File: src/rtl/io_line_pkg.sv
// Package with register map, field codes, timing constants and state type of the I/O lines
package io_line_pkg;

  // ****************************************************************
  // Timing
  // ****************************************************************
  localparam int CLK_PERIOD_PS = 25000;      // Core clock period, 40 MHz
  localparam int US_PS = 1000000;            // One microsecond in picoseconds
  localparam int CYC_PER_US = US_PS / CLK_PERIOD_PS; // Cycles per microsecond
  localparam logic [15:0] DEB_DEF_US = 16'h000a; // Debounce time after reset, 10 us

  // ****************************************************************
  // Register byte addresses
  // ****************************************************************
  localparam logic [7:0] REG_SEL = 8'h00;       // Line selector
  localparam logic [7:0] REG_INVERT = 8'h04;    // Inverter of the selected line
  localparam logic [7:0] REG_DEB_US = 8'h08;    // Debounce time of selected input, us
  localparam logic [7:0] REG_OUT_SRC = 8'h0c;   // Source of selected output
  localparam logic [7:0] REG_USER_VAL = 8'h10;  // User value of selected output
  localparam logic [7:0] REG_LINE_STAT = 8'h14; // State of the selected line
  localparam logic [7:0] REG_STAT_ALL = 8'h18;  // State of all lines
  localparam logic [7:0] REG_TRIG_CFG = 8'h1c;  // Trigger enable and input choice

  // ****************************************************************
  // Field codes and reset values
  // ****************************************************************
  localparam logic [1:0] SEL_IN1 = 2'h0;        // Selector codes
  localparam logic [1:0] SEL_IN2 = 2'h1;
  localparam logic [1:0] SEL_OUT1 = 2'h2;
  localparam logic [1:0] SEL_OUT2 = 2'h3;
  localparam logic [1:0] SRC_TRIG_WAIT = 2'h0;  // Output source codes
  localparam logic [1:0] SRC_EXPO = 2'h1;
  localparam logic [1:0] SRC_USER = 2'h2;
  localparam int TRIG_EN_BIT = 0;               // Trigger config bit positions
  localparam int TRIG_LINE_BIT = 1;
  localparam int STAT_IN_LSB = 0;               // Status-all bit of input line 1
  localparam int STAT_OUT_LSB = 2;              // Status-all bit of output line 1

  // ****************************************************************
  // Whole state of the block
  // ****************************************************************
  typedef struct packed {
    logic [1:0] pin_s1;          // First sync stage of input pins
    logic [1:0] pin_s2;          // Second sync stage
    logic [1:0] in_stable;       // Debounced, inverted input levels
    logic [1:0][21:0] deb_cnt;   // Hold-time counters
    logic [1:0][15:0] deb_us;    // Debounce times in microseconds
    logic [1:0] in_inv;          // Input inverters
    logic [1:0] out_inv;         // Output inverters
    logic [1:0][1:0] out_src;    // Output sources
    logic [1:0] user_val;        // Software output values
    logic [1:0] sel;             // Line selector
    logic trig_en;               // Hardware trigger enable
    logic trig_line;             // Input chosen as trigger source
    logic acq_trig;              // Trigger pulse
    logic [1:0] out_ctrl;        // Transistor drive
    logic ph_valid;              // Pending data phase
    logic ph_write;              // Pending phase is a write
    logic rd_done;               // Read data loaded
    logic [7:0] ph_addr;         // Pending address
    logic [31:0] hrdata;         // Read data
  } state_t;

endpackage : io_line_pkg
File: src/rtl/io_line_control.sv
// I/O line control: input debounce and trigger, output source selection, AHB-Lite registers
//
// The placing of the registers and the AHB-Lite register port were chosen for this implementation.
`timescale 1ns/1ps
`default_nettype none

module io_line_control (
  input wire logic core_clk,
  input wire logic rst_b,
  input wire logic clk_en,
  input wire logic [1:0] in_pin,
  input wire logic trig_wait,
  input wire logic expo_active,
  output logic [1:0] out_drive,
  output logic acq_start,
  input wire logic hsel,
  input wire logic [31:0] haddr,
  input wire logic [1:0] htrans,
  input wire logic hwrite,
  input wire logic [2:0] hsize,
  input wire logic [31:0] hwdata,
  input wire logic hready,
  output logic hreadyout,
  output logic [31:0] hrdata,
  output logic hresp
);

  // ****************************************************************
  // Helpers
  // ****************************************************************

  // Cycle count of a debounce time; zero is treated as one cycle
  function automatic logic [21:0] deb_limit(input logic [15:0] us);
    logic [21:0] lim;
    lim = 22'(22'(us) * 22'(io_line_pkg::CYC_PER_US));
    if (lim == 22'h0)
      lim = 22'h1;
    return lim;
  endfunction : deb_limit

  // ****************************************************************
  // Reset release
  // ****************************************************************
  logic [1:0] rst_sync_q; // Release shift register
  logic rst_n;            // Synchronised reset, active low

  // Two flops so that release never lands near an edge
  always_ff @(posedge core_clk or negedge rst_b)
  begin
    if (!rst_b)
      rst_sync_q <= 2'h0;
    else
      rst_sync_q <= {rst_sync_q[0], 1'b1};
  end

  assign rst_n = rst_sync_q[1];

  // ****************************************************************
  // State
  // ****************************************************************
  io_line_pkg::state_t s_q; // Registered state
  io_line_pkg::state_t s_d; // Next state
  logic [1:0] raw_lvl;      // Inverted synchronised pins
  logic [1:0] src_lvl;      // Selected output source before inverter
  logic [3:0] line_all;     // Level of every line
  logic addr_take;          // Address phase accepted
  logic [31:0] rd_mux;      // Read data before its flop

  // Output source mux; user value sits before the inverter
  always_comb
  begin
    for (int i = 0; i < 2; i++)
    begin
      case (s_q.out_src[i])
        io_line_pkg::SRC_TRIG_WAIT: src_lvl[i] = trig_wait;
        io_line_pkg::SRC_EXPO: src_lvl[i] = expo_active;
        io_line_pkg::SRC_USER: src_lvl[i] = s_q.user_val[i];
        default: src_lvl[i] = 1'b0;                          // Unused code: off
      endcase
    end
  end

  // Inverter ahead of the debouncer, so filtering sees the logic view
  assign raw_lvl = s_q.pin_s2 ^ s_q.in_inv;

  // Line levels: inputs as logic sees them, outputs as driven
  assign line_all = {s_q.out_ctrl, s_q.in_stable};
  assign addr_take = hsel && htrans[1] && hready;

  // Read data of the address held in the data phase
  always_comb
  begin
    rd_mux = 32'h0;
    case (s_q.ph_addr)
      io_line_pkg::REG_SEL: rd_mux = {30'h0, s_q.sel};
      io_line_pkg::REG_INVERT:
        rd_mux = {31'h0, s_q.sel[1] ? s_q.out_inv[s_q.sel[0]] : s_q.in_inv[s_q.sel[0]]};
      io_line_pkg::REG_DEB_US:
        rd_mux = s_q.sel[1] ? 32'h0 : {16'h0, s_q.deb_us[s_q.sel[0]]};
      io_line_pkg::REG_OUT_SRC:
        rd_mux = s_q.sel[1] ? {30'h0, s_q.out_src[s_q.sel[0]]} : 32'h0;
      io_line_pkg::REG_USER_VAL:
        rd_mux = s_q.sel[1] ? {31'h0, s_q.user_val[s_q.sel[0]]} : 32'h0;
      io_line_pkg::REG_LINE_STAT: rd_mux = {31'h0, line_all[s_q.sel]};
      io_line_pkg::REG_STAT_ALL: rd_mux = {28'h0, line_all};
      io_line_pkg::REG_TRIG_CFG: rd_mux = {30'h0, s_q.trig_line, s_q.trig_en};
      default: rd_mux = 32'h0; // Unmapped reads as zero
    endcase
  end

  // Next-state logic of the whole block
  always_comb
  begin
    s_d = s_q;
    // Pin synchronisers
    s_d.pin_s1 = in_pin;
    s_d.pin_s2 = s_q.pin_s1;
    // Debouncers: count hold time of a differing level
    for (int i = 0; i < 2; i++)
    begin
      if (raw_lvl[i] == s_q.in_stable[i])
        s_d.deb_cnt[i] = 22'h0; // Glitch ended early, discard it
      else if (22'(s_q.deb_cnt[i] + 22'h1) >= deb_limit(s_q.deb_us[i]))
      begin
        s_d.in_stable[i] = raw_lvl[i]; // Held long enough, pass on late
        s_d.deb_cnt[i] = 22'h0;
      end
      else
        s_d.deb_cnt[i] = 22'(s_q.deb_cnt[i] + 22'h1);
    end
    // Trigger on rising edge of the chosen filtered input
    s_d.acq_trig = s_q.trig_en && s_d.in_stable[s_q.trig_line]
      && !s_q.in_stable[s_q.trig_line];
    // Output drive, 1 turns the transistor on
    s_d.out_ctrl = src_lvl ^ s_q.out_inv;
    // Bus data phase
    if (s_q.ph_valid && s_q.ph_write)
    begin
      s_d.ph_valid = 1'b0;
      case (s_q.ph_addr)
        io_line_pkg::REG_SEL: s_d.sel = hwdata[1:0];
        io_line_pkg::REG_INVERT:
          if (s_q.sel[1])
            s_d.out_inv[s_q.sel[0]] = hwdata[0];
          else
            s_d.in_inv[s_q.sel[0]] = hwdata[0];
        io_line_pkg::REG_DEB_US:
          if (!s_q.sel[1])
            s_d.deb_us[s_q.sel[0]] = hwdata[15:0];
        io_line_pkg::REG_OUT_SRC:
          if (s_q.sel[1])
            s_d.out_src[s_q.sel[0]] = hwdata[1:0];
        io_line_pkg::REG_USER_VAL:
          if (s_q.sel[1])
            s_d.user_val[s_q.sel[0]] = hwdata[0];
        io_line_pkg::REG_TRIG_CFG:
        begin
          s_d.trig_en = hwdata[io_line_pkg::TRIG_EN_BIT];
          s_d.trig_line = hwdata[io_line_pkg::TRIG_LINE_BIT];
        end
        default: s_d.ph_valid = 1'b0; // Read-only and unmapped writes ignored
      endcase
    end
    else if (s_q.ph_valid && !s_q.rd_done)
    begin
      // First read cycle: load the data flop, hold the bus
      s_d.hrdata = rd_mux;
      s_d.rd_done = 1'b1;
    end
    else if (s_q.ph_valid)
    begin
      // Second read cycle: data stands, phase completes
      s_d.ph_valid = 1'b0;
      s_d.rd_done = 1'b0;
    end
    // A new address phase only when the bus is ready
    if (addr_take && hreadyout)
    begin
      s_d.ph_valid = 1'b1;
      s_d.ph_write = hwrite;
      s_d.ph_addr = {haddr[7:2], 2'h0};
      s_d.rd_done = 1'b0;
    end
  end

  // State flop; clock enable freezes everything
  always_ff @(posedge core_clk or negedge rst_n)
  begin
    if (!rst_n)
    begin
      s_q <= '0;
      s_q.deb_us <= {io_line_pkg::DEB_DEF_US, io_line_pkg::DEB_DEF_US};
      s_q.out_src <= {io_line_pkg::SRC_USER, io_line_pkg::SRC_USER};
    end
    else if (clk_en)
      s_q <= s_d;
  end

  // ****************************************************************
  // Outputs
  // ****************************************************************
  // Reads wait one cycle so write-then-read never returns stale data
  assign hreadyout = !(s_q.ph_valid && !s_q.ph_write && !s_q.rd_done);
  assign hrdata = s_q.hrdata;
  assign hresp = 1'b0;
  assign out_drive = s_q.out_ctrl;
  assign acq_start = s_q.acq_trig;

  logic [21:0] lim0; // Debounce limit of input line 1
  logic [21:0] lim1; // Debounce limit of input line 2
  assign lim0 = deb_limit(s_q.deb_us[0]);
  assign lim1 = deb_limit(s_q.deb_us[1]);
endmodule : io_line_control

`default_nettype wire

File: config.mk
export PLATFORM = sky130hd
export DESIGN_NAME = io_line_control
export DESIGN_NICKNAME = d
export VERILOG_FILES = /design/src/rtl/io_line_pkg.sv /design/src/rtl/io_line_control.sv
export SDC_FILE = /design/constraint.sdc
export NUM_CORES = 1
export LEC_CHECK = 0
export ABC_AREA = 1
export BUFFER_PORTS_ARGS = -buffer_cell sky130_fd_sc_hd__buf_2
export CORE_AREA = 5 5 142 144
export CTS_CLUSTER_SIZE = 16
export DETAILED_ROUTE_END_ITERATION = 12
export DIE_AREA = 0 0 147 149
export PLACE_DENSITY = 0.77
export SLEW_MARGIN = 20
export SYNTH_ARGS = -nofsm -noshare
export SYNTH_HDL_FRONTEND = slang
export SYNTH_SLANG_ARGS = --single-unit
File: constraint.sdc
create_clock -name core_clk -period 3.55 [get_ports core_clk]
set_input_delay 0.71 -clock core_clk [delete_from_list [all_inputs] [get_ports core_clk]]
set_output_delay 0.71 -clock core_clk [all_outputs]
set_load 0.05 [all_outputs]
======== Word-level counts from Yosys, hierarchy flattened ========
Index checks and enable logic that the tools add are counted.
word-level totals
  register bits after elaboration ......... 142
  memory bits (writable) .................. 0
  input bits .............................. 79
  memory bits (read-only) ................. 0
  memories ................................ 0
  bits in latches ......................... 0
  word-level logic and storage cells ...... 135
operators by class
  equal/unequal tests ..................... 15
  $add $sub $neg .......................... 2
  mux-type cells .......................... 52
  reduce and logical (&&, ||, !) cells .... 31
  magnitude comparators ................... 6
  divide/modulo/power cells ............... 0
  multiply operators ...................... 2
  shift-type cells ........................ 0
  bitwise logic cells ..................... 4
operator list
  kind                   number
  $mux 22                8
  $pmux 16 s8            1
  $mux 16                4
  $add 22x1->22 const B  2
  $ge 22x22->1           2
  $logic_not 22->1       2
  $mul 16x3->19 const B  2
  $bwmux 32              1
  $eq 6x3->1 const B     4
  $mux 1                 23
  $reduce_and 4->1       5
  $demux 16 s1           1
  $eq 6x2->1 const B     2
  $reduce_and 3->1       4
  $mux 11                1
  $logic_and 1x1->1      10
  $logic_not 8->1        1
  $mux 2                 4
  $bwmux 2               3
  $eq 6x1->1 const B     1
  $pmux 1 s3             2
  $bwmux 4               1
  $eq 2x1->1 const B     2
  $eq 2x2->1 const B     2
  other kinds (15)       24

======== Longest topological paths before layout ========
  depth in word-level cells ............... 11
  depth in mapped cells ................... 25
  depth with buffers taken out ............ 25

======== Least setup slack after synthesis ========
No wires, ideal clock.
  path kind ............................... flip-flop to flip-flop
  start point ............................. reg s_q[77] (netlist bit)
  end point ............................... reg s_q[133] (netlist bit)
  cell stages (with the launch flop) ...... 24
  clock period less this slack ............ 3453 ps
  data required time ...................... 3476 ps
  data arrival time ....................... 3379 ps
  library setup time ...................... 74 ps
  setup slack ............................. 97 ps
  path through ............................ dfstp_2 -> ha_1 -> ha_1 -> fa_1 -> nand3_1 -> nand3_1 -> xnor2_1 -> nand2_1 -> nor2_1 -> nand3_1 -> nor2_1 -> nand3_1 -> nor2_1 -> ha_1 -> nor2_1 -> nand2_1 -> nand2_1 -> nand2_1 -> nand2_1 -> nand3_2 -> or2_1 -> buf_2 -> buf_6 -> o21ai_2
between the ends
  word-level cells in the longest chain between the ends .. 7
RTL lines
  element            RTL line                RTL
  from (decl)        io_line_control.sv:61   io_line_pkg::state_t s_q;
  $mul 16x3->19 (*)  n/a
  $logic_not 22->1   n/a
  $mux 22 (*)        io_line_control.sv:36   if (lim == 22'h0)
  $mux 22 (*)        io_line_control.sv:121  if (raw_lvl[i] == s_q.in_stable[i])
  $ge 22x22->1 (*)   io_line_control.sv:123  else if (22'(s_q.deb_cnt[i] + 22'h1) >= deb_limit(s_q.deb_us[i]))
  $mux 22 (*)        io_line_control.sv:123
  $mux 22 (*)        io_line_control.sv:121
Mark *: on every way between the ends. The rest lies on a longest branch, timed or not. The select of a mux whose other input is x is not followed.
A chain may end at the register's enable or synchronous reset.

======== Final worst setup path ========
  start point ............................. reg s_q[79] (netlist bit)
  end point ............................... reg s_q[131] (netlist bit)
The elaborated chain is that of the path after synthesis.

==> impl_metrics.py <==
metrics = {
    "status": {
        "status": "finished with violations",
        "violations": "negative setup slack",
    },
    "min_path": {
        "hold_path_class": "primary input to async pin",
    },
    "placement": {
        "gp_congestion": 0.961,
        "post_dp_cell_area_um2": 10500,
        "port-buffer-count": 52,
        "hpwl_mm": 18.9,
    },
    "timing": {
        "clock_skew_ns": 0.0130,
        "rsz0062_at_grt": "yes",
        "fmax_mhz": 273,
        "slew_viol_final": 0,
        "fin_crit_sh_pct": 103,
        "holdWs_ns": 0.0649,
        "relSlewSlack_pct": 26.8,
        "tightest_slew_ns": 1.09,
        "hold_violations": 0,
        "fin_crit_ns": 3.66,
        "setup_ws_ns": -0.114,
        "setup_violations": 23,
    },
    "global_routing": {
        "grt_pass1_wl_mm": 42.0,
        "grt_max_degree": 61,
        "grt_overflow": 0,
        "groute.usage.overall_pct": 23.2,
        "grt_pass1_vias": 8774,
        "antenna_found_initial": 0,
    },
    "drt": {
        "num_vias": 9506,
        "drt-total-wl_mm": 27.0,
        "drt_iter0_drc": 786,
        "dr.pass1.iters": 5,
        "drt-wirelength-per-cell_um": 15.9,
        "vias_per_cell": 5.60,
        "ant_nets": 0,
        "drc": 0,
    },
    "clock_network": {
        "clk_latency_ns": 0.42,
        "clk_pin_slew_ns": 0.06,
        "root_buffer": "clkbuf_16",
        "ctsHtreeMaxLevel": 4,
        "cts_buffers": 17,
        "clockBufferDepth": 2,
        "holdBufCountCts": 0,
        "cts.sinks": 126,
        "cts_tree": "yes",
    },
    "pwr": {
        "p_leak_nw": 6.25,
        "ir_drop_uv": 365,
        "p_per_area_nw_per_um2": 339,
    },
    "cells_and_area": {
        "syn_to_final_growth_pct": 19.4,
        "design_area_um2": 11800,
        "drive_gt1_share_pct": 21.4,
        "finalNetCount": 1629,
        "nFillCells": 1509,
        "num_antenna_cells": 0,
    },
    "floorplan": {
        "fp-row-count": 50,
        "core-area_um2": 18600,
        "die_x_um": 147,
        "die_height_um": 149,
        "initial_core_util_pct": 53.2,
        "dieArea_um2": 21900,
        "num_io_pins": 116,
    },
    "critical_path": {
        "startpoint": "s_q[79]",
        "cp_data_required_time_ns": 3.90,
        "cp_max_fo": 8,
        "r2r_start": "s_q[79]",
        "crit_arrival_ns": 4.01,
        "crit_path_end_kind": "flop",
        "crit_path_start_kind": "flop",
        "crit_type": "flop to flop",
    },
    "logic_synthesis": {
        "mappedNetlistArea_um2": 9890,
        "synthArstFlopShare_pct": 100,
        "synth_common_cells": "nand2_1, inv_1, dfrtp_1, nor2_1, ha_1",
        "yosysSeqAreaShare_pct": 32.0,
        "ys_warn_count": 0,
        "yosysTopAreaCellShare_pct": 30.4,
        "ys_ff_latch": 126,
        "synth_edf_count": 0,
        "synth_cell_types": 50,
        "yosysMostFrequentCell": "nand2_1",
        "ys.flop_type": "dfrtp_1",
        "synth_area_leader_cell": "dfrtp_1",
        "syn-instance-count": 1375,
        "yosys-top-cells-area": "dfrtp_1, nand2_1, ha_1, inv_1, nor2_1",
        "syn_avg_cell_area_um2": 7.19,
    },
    "job": {
        "max_cap_violations": 0,
    },
}
## path summary, 6_finish.rpt
check / slack (ns) / to / depth (start not counted)
worst min-delay path: 0.06 / rst_sync_q[1] / 1
max in group asynchronous: 2.36 / s_q[55] / 1
worst min register to register: 0.35 / rst_sync_q[1] / 0
worst max register to register: -0.11 / s_q[131] / 22
min in group core_clk: 0.35 / rst_sync_q[1] / 0
worst max-delay path: -0.11 / s_q[131] / 22
## placed cells by master (no fill, tap or decap), types with 7 or more instances in the layout
cell	count
nand2_1	353
inv_1	173
dfrtp_1	116
nor2_1	90
ha_1	81
buf_2	52
o21ai_0	45
buf_4	45
nand3_1	44
a21oi_1	37
o21ai_1	36
xor2_1	32
nand2_2	30
nor3_1	30
nand4_1	29
inv_2	21
conb_1	18
nor2_2	17
clkbuf_16	17
o21ai_2	15
nand3_2	13
o22ai_2	13
ha_4	13
o41ai_1	12
a21oi_2	10
a21o_1	7
## layer usage
layer  vias to the layer above  part of all wire (%)  routed length (µm)  track usage [%]
met3                        61                   7.6                2040             4.38
li1                       4598                     -                   -                -
met1                      4437                    43               11700             31.3
met2                       410                    46               12500             37.7
met5                         -                     0                   0                0
met4                         0                   2.8                 746             8.20
## critical path, cell delays in order (launching register included)
cell and delay (ns):
dfstp_2 0.56, ha_4 0.21, ha_4 0.16, fa_2 0.38, nand3_2 0.09, nand3_4 0.11
nand2_1 0.08, nand2_1 0.07, xor2_1 0.23, nand2_1 0.10, nor2_1 0.11, nand3_1 0.08
nor2_2 0.15, ha_1 0.26, nor2_1 0.10, nand2_1 0.07, nand2_1 0.06, nand2_1 0.05
nand2_1 0.07, nand3_2 0.07, or2_4 0.28, buf_12 0.16, o21ai_4 0.12
## registers in the layout, indices dropped and copies added, names as in the netlist
name        cells
rst_sync_q      2
out_drive       2
s_q           101
hrdata         16
acq_start       1
line_all        2
s_d             2
## kinds of logic after synthesis
family                     count (synthesis)  synth area share [%]
and+or+nand+nor                          636                  27.0
other                                      2                0.0759
AOI/OAI and AO/OA                        200                  12.1
muxes                                      9                 0.949
xor gates and xnor gates                  41                  3.63
DFF                                      126                  32.0
buffers and inverters                    261                  11.5
adders and majority gates                100                  12.8
## cell type report
type	instances	area (µm²)	area share, %
Clock buffer	22	464	3.93
Clock inverter	10	114	0.964
Inverter	197	746	6.31
Multi-Input combinational cell	1004	6310	53.4
Sequential cell	126	3170	26.8
Tap cell	234	293	2.48
Timing Repair Buffer	104	714	6.05
## what timing repair did
item,CTS,global route
endpoints found under the hold margin,0,0
gates cloned,1,0
setup endpoints to repair,47,47
gates resized for setup,27,129
buffers inserted,2,5
pin swaps,22,30
## per-stage QoR
step / setup TNS, ns / cells / utilization [%] / power, W / setup slack [ns]
2_1_floorplan: 0 / 1391 / - / 0.00212 / 0.0967
3_3_place_gp: -4.09 / 1657 / 56.3 / 0.00221 / -0.176
3_5_place_dp: -6.40 / 1657 / 56.3 / 0.00222 / -0.288
4_1_cts: -1.22 / 1692 / 60.3 / 0.00396 / -0.123
5_1_grt: -6.01 / 1697 / 63.6 / 0.00416 / -0.269
6_report: -1.48 / 1697 / 63.6 / 0.00400 / -0.114
## where the power goes
group / switching (W) / total (W) / leakage [nW] / internal (W)
combinational: 0.000478 / 0.000666 / 4.31 / 0.000188
sequential: 0.0000778 / 0.00160 / 1.67 / 0.00152
clock: 0.000673 / 0.00174 / 0.273 / 0.00107
total: 0.00123 / 0.00400 / 6.25 / 0.00277
Note: power is estimated with default switching activity, not from simulation.
